`src/pkg/ifc_pkg.sv`:
```
// package: register map, field layout, reset values and state of the format stage
`default_nettype none
package ifc_pkg;
    // register byte offsets on the AXI4-Lite slave
    localparam logic [7:0] OFF_CTRL    = 8'h00;
    localparam logic [7:0] OFF_COMBINE = 8'h04;
    localparam logic [7:0] OFF_CROP    = 8'h08;
    localparam logic [7:0] OFF_SIZE    = 8'h0c;
    localparam logic [7:0] OFF_INSERT  = 8'h10;
    localparam logic [7:0] OFF_ARRAY   = 8'h14;
    localparam logic [7:0] OFF_LARGEST = 8'h18;
    localparam logic [7:0] OFF_FORMAT  = 8'h1c;
    localparam logic [7:0] OFF_RANGE   = 8'h20;
    localparam logic [7:0] OFF_STATUS  = 8'h24;
    // control word bit positions
    localparam int CTRL_ENABLE    = 0;
    localparam int CTRL_MIRROR_LR = 1;
    localparam int CTRL_MIRROR_TB = 2;
    localparam int CTRL_CORE_ON   = 3;
    localparam int CTRL_FMT16     = 4;
    localparam int CTRL_SRC_LSB   = 5;
    localparam int CTRL_RES_LSB   = 8;
    // writable bits; the rest read as zero
    localparam logic [31:0] CTRL_WMASK    = 32'h0000_037f;
    localparam logic [31:0] COMBINE_WMASK = 32'h0f0f_0f0f;
    localparam logic [31:0] GEOM_WMASK    = 32'h03ff_03ff;
    // values after reset
    localparam logic [31:0] CTRL_RST    = 32'h0000_0300;
    localparam logic [31:0] COMBINE_RST = 32'h0101_0101;
    localparam logic [31:0] SIZE_RST    = 32'h022a_02d8;
    // fixed array geometry, datapath widths and AXI response codes
    localparam logic [9:0]  ARRAY_COLS = 10'd728;
    localparam logic [9:0]  ARRAY_ROWS = 10'd554;
    localparam logic [13:0] ADC_FULL   = 14'h3fff;
    localparam logic [17:0] ACC_ZERO   = 18'h00000;
    localparam logic [1:0]  RESP_OKAY   = 2'b00;
    localparam logic [1:0]  RESP_SLVERR = 2'b10;

    typedef enum logic [2:0] {
        ST_IDLE  = 3'b001,
        ST_FETCH = 3'b010,
        ST_WAIT  = 3'b100
    } ifc_state_e;

    typedef enum logic [1:0] {
        SRC_SENSOR   = 2'd0,
        SRC_PATTERN  = 2'd1,
        SRC_INSERTED = 2'd2
    } ifc_src_e;

    typedef struct packed {
        ifc_state_e  state;
        logic        aw_ok;
        logic        w_ok;
        logic [7:0]  awaddr;
        logic [31:0] wdata;
        logic [3:0]  wstrb;
        logic        awready;
        logic        wready;
        logic        bvalid;
        logic [1:0]  bresp;
        logic        arready;
        logic        rvalid;
        logic [31:0] rdata;
        logic [1:0]  rresp;
        logic [31:0] ctrl;
        logic [31:0] combine;
        logic [31:0] crop;
        logic [31:0] size;
        logic [31:0] insert;
        logic [31:0] sh_ctrl;
        logic [31:0] sh_combine;
        logic [31:0] sh_crop;
        logic [31:0] sh_size;
        logic [31:0] sh_insert;
        logic [9:0]  ox;
        logic [9:0]  oy;
        logic [3:0]  kx;
        logic [3:0]  ky;
        logic [17:0] acc;
        logic        sof_pend;
        logic        pix_valid;
        logic [15:0] pix_data;
        logic        pix_sof;
        logic        pix_eol;
        logic        pix_eof;
        logic        sens_req;
        logic [9:0]  sens_col;
        logic [9:0]  sens_row;
        logic        auto_en;
        logic [15:0] frame_cnt;
        logic [9:0]  line_cnt;
    } ifc_state_s;
endpackage
`default_nettype wire

```
`src/core/ifc_format_core.sv`:
```
// image format stage: combine, mirror, crop, substitute and pack pixels
//
// Chosen here: the AXI4-Lite register port and the address map.
`default_nettype none
module ifc_format_core
    import ifc_pkg::*;
#(
    parameter bit COLOUR_VARIANT = 1'b0
) (
    // clock and reset
    input  wire logic        SYS_CLK_I,
    input  wire logic        ARST_N_I,
    // axi4-lite write channels
    input  wire logic [7:0]  S_AXI_AWADDR_I,
    input  wire logic        S_AXI_AWVALID_I,
    output var  logic        S_AXI_AWREADY_O,
    input  wire logic [31:0] S_AXI_WDATA_I,
    input  wire logic [3:0]  S_AXI_WSTRB_I,
    input  wire logic        S_AXI_WVALID_I,
    output var  logic        S_AXI_WREADY_O,
    output var  logic [1:0]  S_AXI_BRESP_O,
    output var  logic        S_AXI_BVALID_O,
    input  wire logic        S_AXI_BREADY_I,
    // axi4-lite read channels
    input  wire logic [7:0]  S_AXI_ARADDR_I,
    input  wire logic        S_AXI_ARVALID_I,
    output var  logic        S_AXI_ARREADY_O,
    output var  logic [31:0] S_AXI_RDATA_O,
    output var  logic [1:0]  S_AXI_RRESP_O,
    output var  logic        S_AXI_RVALID_O,
    input  wire logic        S_AXI_RREADY_I,
    // sensor array read port
    output var  logic        SENS_REQ_O,
    output var  logic [9:0]  SENS_COL_O,
    output var  logic [9:0]  SENS_ROW_O,
    input  wire logic        SENS_ACK_I,
    input  wire logic [13:0] SENS_DATA_I,
    // pixel stream towards the host link
    output var  logic        PIX_VALID_O,
    output var  logic [15:0] PIX_DATA_O,
    output var  logic        PIX_SOF_O,
    output var  logic        PIX_EOL_O,
    output var  logic        PIX_EOF_O,
    // permission for auto exposure and gain loops
    output var  logic        AUTO_EN_O
);
    ifc_state_s s_r;
    ifc_state_s s_nxt;

    // zero factor is taken as 1 so a careless write cannot stall the walk
    function automatic logic [3:0] fac(input logic [3:0] f);
        return (f == 4'h0) ? 4'h1 : f;
    endfunction

    // step between used sensor cells: combining wins over decimation
    function automatic logic [3:0] step(input logic [3:0] b,
                                        input logic [3:0] d);
        return (fac(b) != 4'h1) ? fac(b) : fac(d);
    endfunction

    function automatic logic [31:0] merge(input logic [31:0] old,
                                          input logic [31:0] dat,
                                          input logic [3:0]  strb,
                                          input logic [31:0] msk);
        logic [31:0] r;
        r = old;
        for (int i = 0; i < 4; i++) begin
            if (strb[i]) begin
                r[i*8 +: 8] = dat[i*8 +: 8];
            end
        end
        return r & msk;
    endfunction

    // live settings decoded for register reads
    logic [3:0]  lv_fh;
    logic [3:0]  lv_fv;
    logic [9:0]  lv_lw;
    logic [9:0]  lv_lh;
    logic [3:0]  lv_depth;
    logic [13:0] lv_max;
    logic [15:0] lv_bright;
    // frame settings decoded from the shadow copy
    logic [3:0]  fh;
    logic [3:0]  fv;
    logic [3:0]  nh;
    logic [3:0]  nv;
    logic [9:0]  lw;
    logic [9:0]  lh;
    logic [3:0]  depth;
    logic [13:0] adc_max;
    ifc_src_e    src;
    logic [10:0] bx;
    logic [10:0] by;
    logic [9:0]  ubx;
    logic [9:0]  uby;
    logic [9:0]  scol;
    logic [9:0]  srow;
    logic [13:0] smp;
    logic        take;
    logic [17:0] acc_new;
    logic [13:0] sat;
    logic [31:0] wide;
    logic [15:0] fmt;
    logic        last_col;
    logic        last_row;
    logic [31:0] rd;
    logic        rd_err;
    logic        wr_err;

    // live decode: largest sizes use the factors only, never the crop
    always_comb begin
        lv_fh    = step(s_r.combine[3:0], s_r.combine[19:16]);
        lv_fv    = step(s_r.combine[11:8], s_r.combine[27:24]);
        lv_lw    = ARRAY_COLS / 10'(lv_fh);
        lv_lh    = ARRAY_ROWS / 10'(lv_fv);
        lv_depth = 4'd8 + {1'b0, s_r.ctrl[CTRL_RES_LSB +: 2], 1'b0};
        lv_max   = ADC_FULL >> (4'd14 - lv_depth);
        if (s_r.ctrl[CTRL_CORE_ON]) begin
            lv_bright = s_r.ctrl[CTRL_FMT16] ? 16'hffff : 16'h00ff;
        end else if (s_r.ctrl[CTRL_FMT16]) begin
            lv_bright = {2'h0, lv_max};
        end else begin
            lv_bright = {8'h00, lv_max[7:0]};
        end
    end

    // frame decode: sensor cell from output position, crop, then mirror
    always_comb begin
        fh      = step(s_r.sh_combine[3:0], s_r.sh_combine[19:16]);
        fv      = step(s_r.sh_combine[11:8], s_r.sh_combine[27:24]);
        nh      = fac(s_r.sh_combine[3:0]);
        nv      = fac(s_r.sh_combine[11:8]);
        lw      = ARRAY_COLS / 10'(fh);
        lh      = ARRAY_ROWS / 10'(fv);
        depth   = 4'd8 + {1'b0, s_r.sh_ctrl[CTRL_RES_LSB +: 2], 1'b0};
        adc_max = ADC_FULL >> (4'd14 - depth);
        src     = ifc_src_e'(s_r.sh_ctrl[CTRL_SRC_LSB +: 2]);
        bx      = {1'b0, s_r.sh_crop[9:0]} + {1'b0, s_r.ox};
        by      = {1'b0, s_r.sh_crop[25:16]} + {1'b0, s_r.oy};
        // crop coordinates live in the mirrored image, so undo it here
        ubx = s_r.sh_ctrl[CTRL_MIRROR_LR] ? 10'(lw - 10'd1 - bx[9:0])
                                          : bx[9:0];
        uby = s_r.sh_ctrl[CTRL_MIRROR_TB] ? 10'(lh - 10'd1 - by[9:0])
                                          : by[9:0];
        scol = 10'(ubx * fh) + {6'h0, s_r.kx};
        srow = 10'(uby * fv) + {6'h0, s_r.ky};
        // synthetic sources avoid the sensor port entirely
        if (src == SRC_PATTERN) begin
            smp = 14'(scol + srow) & adc_max;
        end else if (s_r.sh_insert[9:0] > scol
                     && s_r.sh_insert[25:16] > srow) begin
            smp = adc_max;
        end else begin
            smp = 14'h0000;
        end
        if (s_r.state == ST_WAIT) begin
            smp = SENS_DATA_I & adc_max;
        end
        acc_new  = s_r.acc + {4'h0, smp};
        sat      = (acc_new > {4'h0, adc_max}) ? adc_max : acc_new[13:0];
        last_col = ({6'h0, s_r.ox} + 16'd1) >= {6'h0, s_r.sh_size[9:0]};
        last_row = ({6'h0, s_r.oy} + 16'd1) >= {6'h0, s_r.sh_size[25:16]};
        // packing: scaled to full range with core on, raw otherwise
        if (s_r.sh_ctrl[CTRL_CORE_ON]) begin
            wide = ({18'h0, sat} << (5'd16 - 5'(depth)))
                 | ({18'h0, sat} >> (5'(depth) * 5'd2 - 5'd16));
            fmt  = s_r.sh_ctrl[CTRL_FMT16] ? wide[15:0]
                                           : {8'h00, wide[15:8]};
        end else begin
            wide = {18'h0, sat};
            fmt  = s_r.sh_ctrl[CTRL_FMT16] ? wide[15:0]
                                           : {8'h00, wide[7:0]};
        end
    end

    // register read mux; unmapped addresses answer slave error
    always_comb begin
        rd     = 32'h0;
        rd_err = 1'b0;
        case ({S_AXI_ARADDR_I[7:2], 2'b00})
            OFF_CTRL:    rd = s_r.ctrl;
            OFF_COMBINE: rd = s_r.combine;
            OFF_CROP:    rd = s_r.crop;
            OFF_SIZE:    rd = s_r.size;
            OFF_INSERT:  rd = s_r.insert;
            OFF_ARRAY:   rd = {6'h0, ARRAY_ROWS, 6'h0, ARRAY_COLS};
            OFF_LARGEST: rd = {6'h0, lv_lh, 6'h0, lv_lw};
            OFF_FORMAT: begin
                rd[4:0] = s_r.ctrl[CTRL_FMT16] ? 5'd16 : 5'd8;
                rd[9:8] = 2'b00;
                if (COLOUR_VARIANT) begin
                    rd[13:12] = {s_r.ctrl[CTRL_MIRROR_TB],
                                 s_r.ctrl[CTRL_MIRROR_LR]};
                end
            end
            OFF_RANGE:   rd = {lv_bright, 16'h0000};
            OFF_STATUS:  rd = {s_r.frame_cnt, 15'h0,
                               s_r.state != ST_IDLE};
            default:     rd_err = 1'b1;
        endcase
        case ({s_r.awaddr[7:2], 2'b00})
            OFF_CTRL, OFF_COMBINE, OFF_CROP, OFF_SIZE, OFF_INSERT,
            OFF_ARRAY, OFF_LARGEST, OFF_FORMAT, OFF_RANGE,
            OFF_STATUS: wr_err = 1'b0;
            default:    wr_err = 1'b1;
        endcase
    end

    // next state: bus slave, frame walk and pixel packing
    always_comb begin
        s_nxt           = s_r;
        s_nxt.pix_valid = 1'b0;
        s_nxt.pix_sof   = 1'b0;
        s_nxt.pix_eol   = 1'b0;
        s_nxt.pix_eof   = 1'b0;
        s_nxt.sens_req  = 1'b0;
        s_nxt.auto_en   = s_r.ctrl[CTRL_CORE_ON];
        take            = 1'b0;
        // write address and data are taken in either order
        if (S_AXI_AWVALID_I && s_r.awready) begin
            s_nxt.aw_ok  = 1'b1;
            s_nxt.awaddr = S_AXI_AWADDR_I;
        end
        if (S_AXI_WVALID_I && s_r.wready) begin
            s_nxt.w_ok  = 1'b1;
            s_nxt.wdata = S_AXI_WDATA_I;
            s_nxt.wstrb = S_AXI_WSTRB_I;
        end
        if (s_r.bvalid && S_AXI_BREADY_I) begin
            s_nxt.bvalid = 1'b0;
        end
        if (s_r.aw_ok && s_r.w_ok && !s_r.bvalid) begin
            s_nxt.aw_ok  = 1'b0;
            s_nxt.w_ok   = 1'b0;
            s_nxt.bvalid = 1'b1;
            s_nxt.bresp  = wr_err ? RESP_SLVERR : RESP_OKAY;
            case ({s_r.awaddr[7:2], 2'b00})
                OFF_CTRL: s_nxt.ctrl = merge(s_r.ctrl, s_r.wdata,
                                             s_r.wstrb, CTRL_WMASK);
                OFF_COMBINE: s_nxt.combine = merge(s_r.combine, s_r.wdata,
                                             s_r.wstrb, COMBINE_WMASK);
                OFF_CROP: s_nxt.crop = merge(s_r.crop, s_r.wdata,
                                             s_r.wstrb, GEOM_WMASK);
                OFF_SIZE: s_nxt.size = merge(s_r.size, s_r.wdata,
                                             s_r.wstrb, GEOM_WMASK);
                OFF_INSERT: s_nxt.insert = merge(s_r.insert, s_r.wdata,
                                             s_r.wstrb, GEOM_WMASK);
                default: ;
            endcase
        end
        if (s_r.rvalid && S_AXI_RREADY_I) begin
            s_nxt.rvalid = 1'b0;
        end
        if (S_AXI_ARVALID_I && s_r.arready) begin
            s_nxt.rvalid = 1'b1;
            s_nxt.rdata  = rd;
            s_nxt.rresp  = rd_err ? RESP_SLVERR : RESP_OKAY;
        end
        s_nxt.awready = !s_nxt.aw_ok && !s_nxt.bvalid;
        s_nxt.wready  = !s_nxt.w_ok && !s_nxt.bvalid;
        s_nxt.arready = !s_nxt.rvalid;
        // frame walk
        unique case (s_r.state)
            ST_IDLE: begin
                if (s_r.ctrl[CTRL_ENABLE]) begin
                    // settings are copied only here, between frames
                    s_nxt.sh_ctrl    = s_r.ctrl;
                    s_nxt.sh_combine = s_r.combine;
                    s_nxt.sh_crop    = s_r.crop;
                    s_nxt.sh_size    = s_r.size;
                    s_nxt.sh_insert  = s_r.insert;
                    s_nxt.ox         = 10'h000;
                    s_nxt.oy         = 10'h000;
                    s_nxt.kx         = 4'h0;
                    s_nxt.ky         = 4'h0;
                    s_nxt.acc        = ACC_ZERO;
                    s_nxt.sof_pend   = 1'b1;
                    s_nxt.state      = ST_FETCH;
                end
            end
            ST_FETCH: begin
                if (src == SRC_SENSOR || src == ifc_src_e'(2'd3)) begin
                    s_nxt.sens_req = 1'b1;
                    s_nxt.sens_col = scol;
                    s_nxt.sens_row = srow;
                    s_nxt.state    = ST_WAIT;
                end else begin
                    take = 1'b1;
                end
            end
            ST_WAIT: begin
                take = SENS_ACK_I;
            end
        endcase
        // sum the combine block, then emit one packed pixel
        if (take) begin
            s_nxt.state = ST_FETCH;
            if (s_r.kx + 4'h1 < nh) begin
                s_nxt.kx  = s_r.kx + 4'h1;
                s_nxt.acc = acc_new;
            end else if (s_r.ky + 4'h1 < nv) begin
                s_nxt.kx  = 4'h0;
                s_nxt.ky  = s_r.ky + 4'h1;
                s_nxt.acc = acc_new;
            end else begin
                s_nxt.kx        = 4'h0;
                s_nxt.ky        = 4'h0;
                s_nxt.acc       = ACC_ZERO;
                s_nxt.pix_valid = 1'b1;
                s_nxt.pix_data  = fmt;
                s_nxt.pix_sof   = s_r.sof_pend;
                s_nxt.sof_pend  = 1'b0;
                s_nxt.pix_eol   = last_col;
                s_nxt.pix_eof   = last_col && last_row;
                s_nxt.line_cnt  = last_col ? 10'h000
                                           : s_r.line_cnt + 10'h001;
                if (!last_col) begin
                    s_nxt.ox = s_r.ox + 10'h001;
                end else if (!last_row) begin
                    s_nxt.ox = 10'h000;
                    s_nxt.oy = s_r.oy + 10'h001;
                end else begin
                    s_nxt.state     = ST_IDLE;
                    s_nxt.frame_cnt = s_r.frame_cnt + 16'h0001;
                end
            end
        end
    end

    // single state register; reset loads constants only
    always_ff @(posedge SYS_CLK_I or negedge ARST_N_I) begin
        if (!ARST_N_I) begin
            s_r         <= '0;
            s_r.state   <= ST_IDLE;
            s_r.ctrl    <= CTRL_RST;
            s_r.combine <= COMBINE_RST;
            s_r.size    <= SIZE_RST;
            s_r.insert  <= SIZE_RST;
        end else begin
            s_r <= s_nxt;
        end
    end

    // outputs straight from the state register
    assign S_AXI_AWREADY_O = s_r.awready;
    assign S_AXI_WREADY_O  = s_r.wready;
    assign S_AXI_BVALID_O  = s_r.bvalid;
    assign S_AXI_BRESP_O   = s_r.bresp;
    assign S_AXI_ARREADY_O = s_r.arready;
    assign S_AXI_RVALID_O  = s_r.rvalid;
    assign S_AXI_RDATA_O   = s_r.rdata;
    assign S_AXI_RRESP_O   = s_r.rresp;
    assign SENS_REQ_O      = s_r.sens_req;
    assign SENS_COL_O      = s_r.sens_col;
    assign SENS_ROW_O      = s_r.sens_row;
    assign PIX_VALID_O     = s_r.pix_valid;
    assign PIX_DATA_O      = s_r.pix_data;
    assign PIX_SOF_O       = s_r.pix_sof;
    assign PIX_EOL_O       = s_r.pix_eol;
    assign PIX_EOF_O       = s_r.pix_eof;
    assign AUTO_EN_O       = s_r.auto_en;
endmodule
`default_nettype wire

```
`config.mk`:
```
export PLATFORM = sky130hd
export DESIGN_NAME = ifc_format_core
export DESIGN_NICKNAME = d
export VERILOG_FILES = /design/src/pkg/ifc_pkg.sv /design/src/core/ifc_format_core.sv
export SDC_FILE = /design/constraint.sdc
export NUM_CORES = 1
export LEC_CHECK = 0
export BUFFER_PORTS_ARGS = -buffer_cell sky130_fd_sc_hd__buf_2
export CAP_MARGIN = 20
export CORE_MARGIN = 2
export CORE_UTILIZATION = 50
export DETAILED_ROUTE_END_ITERATION = 10
export PLACE_DENSITY = 0.71
export SLEW_MARGIN = 15
export SYNTH_ARGS = -nofsm -noshare
export SYNTH_HDL_FRONTEND = slang
export SYNTH_SLANG_ARGS = --single-unit
```
`constraint.sdc`:
```
create_clock -name SYS_CLK_I -period 24.7 [get_ports SYS_CLK_I]
set_clock_uncertainty 0.1 [all_clocks]
set_input_delay 2.47 -clock SYS_CLK_I [delete_from_list [all_inputs] [get_ports SYS_CLK_I]]
set_output_delay 2.47 -clock SYS_CLK_I [all_outputs]
set_load 0.05 [all_outputs]
```
==> out/metrics.cfg, run 1 <==
[synth]
netlist_instances=3362
synth_edf_count=0
syn-cell-area_um2=28900
syn_area_per_cell_um2=8.59
ys_warn_count=0
synth.distinct_cells=99
async_flop_share_pct=100
yosysSeqAreaShare_pct=30.3
synthFlopType=dfrtp_1
synth-seq-cells=348

[timing]
final_max_slew_viol_count=0
rsz0062_at_grt=false
tightest_slew_ps=1140
setup_violations=0
fin_crit_sh_pct=94.3
slew_headroom_pct=23.9
hold_viol=0
fmax_mhz=42.9
layout_min_cycle_time_ps=23300
fin_tns_setup_ps=0

[layout]
diodes=0
drive_above_1_share_pct=16.2
area_growth_pct=10.7
nets=3816
fillers=5178

[clock_tree]
clockRootBuffer=clkbuf_16
tritoncts=yes
cts_sinks=348
clk_latency_ps=580
clk_pin_slew_ps=60
cts_buffers=41
holdBufCountCts=0
cts_htree_levels=2
clockBufferDepth=3

[global_routing]
grt_use_total_pct=25.9
grt_max_degree=157
grt_pass1_wl_um=127000
grt_pass1_vias=23700
antenna_found_initial=1
grt_overflow=0

[floorplan]
ioPinCount=157
start_util_pct=50.3
core-area_um2=57400
rows=88
die_area_um2=59700
dieWidth_um=244
die_h_um=244

[detailed_routing]
remaining_drc_errors=0
wl_per_cell_um=18.4
num_vias=25400
wl_um=78500
drtIter0Drc=2003
drtAntennaViolNets=0
viasPerCell=5.95
firstDrtPassIters=8

[placement]
gp_congestion=0.917
post-dp-hpwl_um=59100
portBuffers=138

[worst_hold_path]
hp-class=reg -> reg

[flow_run]
cap_violations=0

[worst_setup_path]
path_class=reg -> reg
crit_fanout=10
crit_top_cell=ha_1
slowest_delay_ps=670
crit_arrival_ps=23650
start_kind=flop
endpoint_kind=flop
critPathSlowestCell=or4b_2
cp.required_ps=25050

[outcome]
outcome=complete, no violations

state kept, by name, summed over array words and instances (netlist names), 10 cells and up:
register / flops
PIX_DATA_O: 16
S_AXI_RDATA_O: 28
s_r: 270
SENS_ROW_O: 10
SENS_COL_O: 10
area by class of cell:
| type | instances | area [um2] | share of cell area [%] |
|---|---|---|---|
| clock buffer | 53 | 1150 | 3.60 |
| clock inverter | 22 | 312 | 0.975 |
| inverter | 198 | 747 | 2.34 |
| multi-input combinational | 2637 | 18600 | 58.2 |
| sequential | 348 | 8740 | 27.3 |
| tap | 765 | 957 | 2.99 |
| timing repair buffer | 237 | 1470 | 4.59 |
placed cells by master, fill, tap and decap left out, types with 39 or more instances in the layout:
cell type,Yosys,routed
nand2_1,457,455
dfrtp_1,323,323
nor2_1,252,252
ha_1,241,240
o21ai_0,216,212
inv_1,190,189
a21oi_1,189,184
mux2_2,147,147
buf_2,4,137
xnor2_1,120,120
buf_4,72,97
a21o_1,69,69
nand3_1,66,66
nor3_1,66,64
mux2i_1,45,43
o21a_1,41,41
clkbuf_16,0,41
o21bai_1,39,39
final timing paths:
| kind | slack, ps | depth (start not counted) | start | to |
|---|---|---|---|---|
| min in group asynchronous | 1930 | 1 | ARST_N_I | S_AXI_AWREADY_O |
| max in group asynchronous | 21120 | 2 | ARST_N_I | s_r[500] |
| hold / removal | 360 | 1 | s_r[520] | S_AXI_WREADY_O |
| hold reg to reg | 360 | 1 | s_r[520] | S_AXI_WREADY_O |
| setup reg to reg | 1400 | 100 | s_r[212] | PIX_DATA_O[5] |
| setup / recovery | 1400 | 100 | s_r[212] | PIX_DATA_O[5] |
stage by stage:
step / area, um2 / hold WS [ps] / cells / util, % / worst slack, ps
global route: 32000 / 382 / 4260 / 55.7 / 21.0
CTS: 31700 / 355 / 4246 / 55.3 / 597
global placement: 30300 / 348 / 4171 / 52.8 / 906
floorplan: 28900 / 252 / 3370 / - / 1750
detailed placement: 30300 / 348 / 4171 / 52.8 / 684
finish: 32000 / 357 / 4260 / 55.7 / 1400
per-layer routing:
metal,vias to the layer above,wire [um],track usage [%]
met5,-,0,0
met4,0,2280,7.77
met3,134,4840,3.19
met2,810,34700,40.4
met1,12200,36800,37.6
li1,12200,-,-
critical path: cells and delay by family, from the launching register on:
kind / cells / cell delay (ps)
AND/OR/NAND/NOR: 28 / 6130
AO/OA/AOI/OAI: 39 / 7790
multiplexers: 6 / 1400
XOR/XNOR: 6 / 910
flip-flops: 1 / 460
adder cells (fa/ha/maj): 17 / 5810
buffers and inverters: 4 / 520
timing repair:
item                                    CTS  global route
buffers inserted                          0            13
endpoints found under the setup margin    0            16
resized for setup                         0            30
cell usage after synthesis, types with 15 or more instances:
library cell | number | area (um2)
fa_1 | 38 | 761
or2_2 | 25 | 156
a21o_1 | 69 | 518
inv_1 | 190 | 713
a31oi_1 | 37 | 231
a21oi_1 | 189 | 946
o31ai_1 | 15 | 113
ha_1 | 241 | 3020
dfrtp_1 | 323 | 8080
dfstp_2 | 25 | 657
a211oi_1 | 32 | 240
a221oi_1 | 22 | 193
o211ai_1 | 23 | 173
nand3_1 | 66 | 330
nor3_1 | 66 | 330
and3_1 | 23 | 144
mux2_2 | 147 | 1660
nand2_1 | 457 | 1720
mux2i_1 | 45 | 450
nor2_1 | 252 | 946
and2_1 | 22 | 138
o21a_1 | 41 | 308
xnor2_1 | 120 | 1050
clkbuf_1 | 103 | 387
nand4_1 | 23 | 144
a22o_1 | 32 | 280
o22ai_1 | 15 | 93.8
a22oi_1 | 19 | 143
xor2_1 | 34 | 298
nand3b_1 | 18 | 135
nor2b_1 | 27 | 169
nand2b_1 | 37 | 231
buf_4 | 72 | 541
o21ai_0 | 216 | 1080
o21bai_1 | 39 | 293
or3_1 | 18 | 113
logic make-up after synthesis:
logic type | count (synthesis) | synth area share, %
AO/OA/AOI/OAI | 900 | 20.7
XOR/XNOR | 155 | 4.75
adder cells (fa/ha/maj) | 281 | 13.1
buffers and inverters | 385 | 5.96
flip-flops | 348 | 30.3
multiplexers | 197 | 7.62
other | 1 | 0.0130
AND/OR/NAND/NOR | 1095 | 17.5
Power of run 1 is not shown: default switching activity piles up to over one toggle a cycle in this logic, so the estimate is an artifact.
==> run 2, diff against run 1 <==
Settings changed: CORE_ASPECT_RATIO set to 1.2, CORE_MARGIN 2 to 1, PLACE_DENSITY 0.71 to 0.7.
==> out/metrics.cfg, run 2 (synthesis gave the netlist of run 1 again) <==
[placement]
post-dp-hpwl_um=59600  ; was 59,100 um
portBuffers=138  ; unchanged
gp_congestion=0.934  ; was 0.917

[worst_setup_path]
crit_arrival_ps=23600  ; was 23,650 ps
start_kind=flop  ; unchanged
r2r_start=s_r[220]  ; was s_r[212]
critPathSlowestCell=fa_1  ; was or4b_2
r2r_slack_ps=1410  ; was 1400 ps
cp.required_ps=25020  ; was 25,050 ps
endpoint_kind=flop  ; unchanged
slowest_delay_ps=540  ; was 670 ps
path_class=reg -> reg  ; unchanged
crit_top_cell=ha_1  ; unchanged
crit_start=s_r[220]  ; was s_r[212]
crit_fanout=7  ; was 10

[clock_tree]
clockBufferDepth=3  ; unchanged
cts_htree_levels=2  ; unchanged
clk_pin_slew_ps=60  ; about the same
cts_buffers=39  ; was 41
clockRootBuffer=clkbuf_16  ; unchanged
tritoncts=yes  ; unchanged
clk_latency_ps=570  ; was 580 ps
cts_sinks=348  ; unchanged

[global_routing]
grt_max_degree=180  ; was 157
grt_pass1_vias=24400  ; was 23,700
grt_pass1_wl_um=128000  ; was 127,000 um
grt_overflow=0  ; unchanged
use_met3_pct=2.70  ; was 3.19%
antenna_found_initial=1  ; unchanged
grt_use_total_pct=26.7  ; was 25.9%
grt-busiest-layer=met2  ; unchanged
use_met1_pct=35.8  ; was 37.6%
use_met2_pct=44.9  ; was 40.4%

[timing]
final_max_slew_viol_count=0  ; unchanged
fin_tns_setup_ps=0  ; unchanged
fin_crit_sh_pct=94.3  ; about the same
slew_headroom_pct=22.5  ; was 23.9%
setup_violations=0  ; unchanged
hold_viol=0  ; unchanged
tightest_slew_ps=1160  ; was 1140 ps
fmax_mhz=42.9  ; about the same
layout_min_cycle_time_ps=23290  ; was 23,300 ps

[layout]
regMostFlops=s_r  ; unchanged
area_growth_pct=11.3  ; was 10.7%
layout_commonest_cell=nand2_1  ; unchanged
drive_above_1_share_pct=17.0  ; was 16.2%
largest_reg_flops=270  ; unchanged
mostFrequentLayoutCells=nand2_1 (455), dfrtp_1 (323), nor2_1 (251), ha_1 (240), o21ai_0 (213)  ; was nand2_1 (455), dfrtp_1 (323), nor2_1 (252), ha_1 (240), o21ai_0 (212)
final_util_pct=56.2  ; was 55.7%
nets=3851  ; was 3,816

[floorplan]
core-area_um2=57200  ; was 57,400 um2
die_h_um=265  ; was 244 um
ioPinCount=157  ; unchanged
start_util_pct=50.5  ; was 50.3%
dieWidth_um=221  ; was 244 um
rows=96  ; was 88
die_area_um2=58700  ; was 59,700 um2

[worst_hold_path]
hold_path.startpoint=s_r[520]  ; unchanged
hp-class=reg -> reg  ; unchanged

[detailed_routing]
drtIter0Drc=1742  ; was 2,003
wl_per_cell_um=18.7  ; was 18.4 um
num_vias=25500  ; was 25,400
remaining_drc_errors=0  ; unchanged
drtAntennaViolNets=0  ; unchanged
wl_um=79600  ; was 78,500 um
viasPerCell=5.98  ; was 5.95
firstDrtPassIters=6  ; was 8

[outcome]
outcome=complete, no violations  ; unchanged

[flow_run]
cap_violations=0  ; unchanged

## run 2: cell types whose count changed in the layout (fill, tap and decap cells not counted), moves of 2 or more
cell | previous run | this run
clkinvlp_4 | 5 | 2
and2_4 | 1 | 3
o21ai_1 | 8 | 6
buf_4 | 97 | 133
clkbuf_1 | 4 | 7
inv_8 | 0 | 2
inv_6 | 3 | 1
bufinv_16 | 6 | 4
## run 2: worst max-delay path, delay by kind of cell (launching register included)
family,cells,cell delay [ps]
compound gates,42,8910
xor+xnor,5,870
fa+ha+maj,17,5920
buf+inv,11,1260
flops,1,440
mux,3,880
simple gates,27,4800
## run 2: metrics by stage
stage | std cells | area, um2 | hold WS (ps) | worst slack, ps
5_1_grt | 4264 | 32100 | 391 | -57.8
6_report | 4264 | 32100 | 370 | 1410
4_1_cts | 4250 | 31900 | 366 | 677
2_1_floorplan | 3370 | 28900 | 252 | 1750
3_5_place_dp | 4179 | 30500 | 351 | 856
3_3_place_gp | 4178 | 30500 | 356 | 901
## run 2: final cells by class
class	count	area (um2)
fillers	5281	25000
multi-input cells	2637	18600
flip-flops and latches	348	8740
repair buffers	274	1750
clock buffers	54	1120
well taps	735	920
inverters	198	747
clock inverters	17	244
diodes	1	2.50
## run 2: metal layers
layer	share of wire [%]	vias to the layer above
li1	-	12300
met1	45	12300
met4	3.2	0
met3	4.6	138
met5	0	-
met2	47	711
## run 2: worst paths after layout
kind                                   end  cells past startpoint
min in group asynchronous  S_AXI_AWREADY_O                      1
setup / recovery             PIX_DATA_O[3]                    105
hold reg to reg             S_AXI_WREADY_O                      1
setup reg to reg             PIX_DATA_O[3]                    105
max in group asynchronous         s_r[482]                      2
hold / removal              S_AXI_WREADY_O                      1
## run 2: repair_timing
item                                    in CTS  in global routing
hold buffers                                 0                  0
buffers inserted                             0                 13
gates resized for setup                      0                 34
endpoints found under the setup margin       0                 16
Power of run 2 is left out for the same reason.
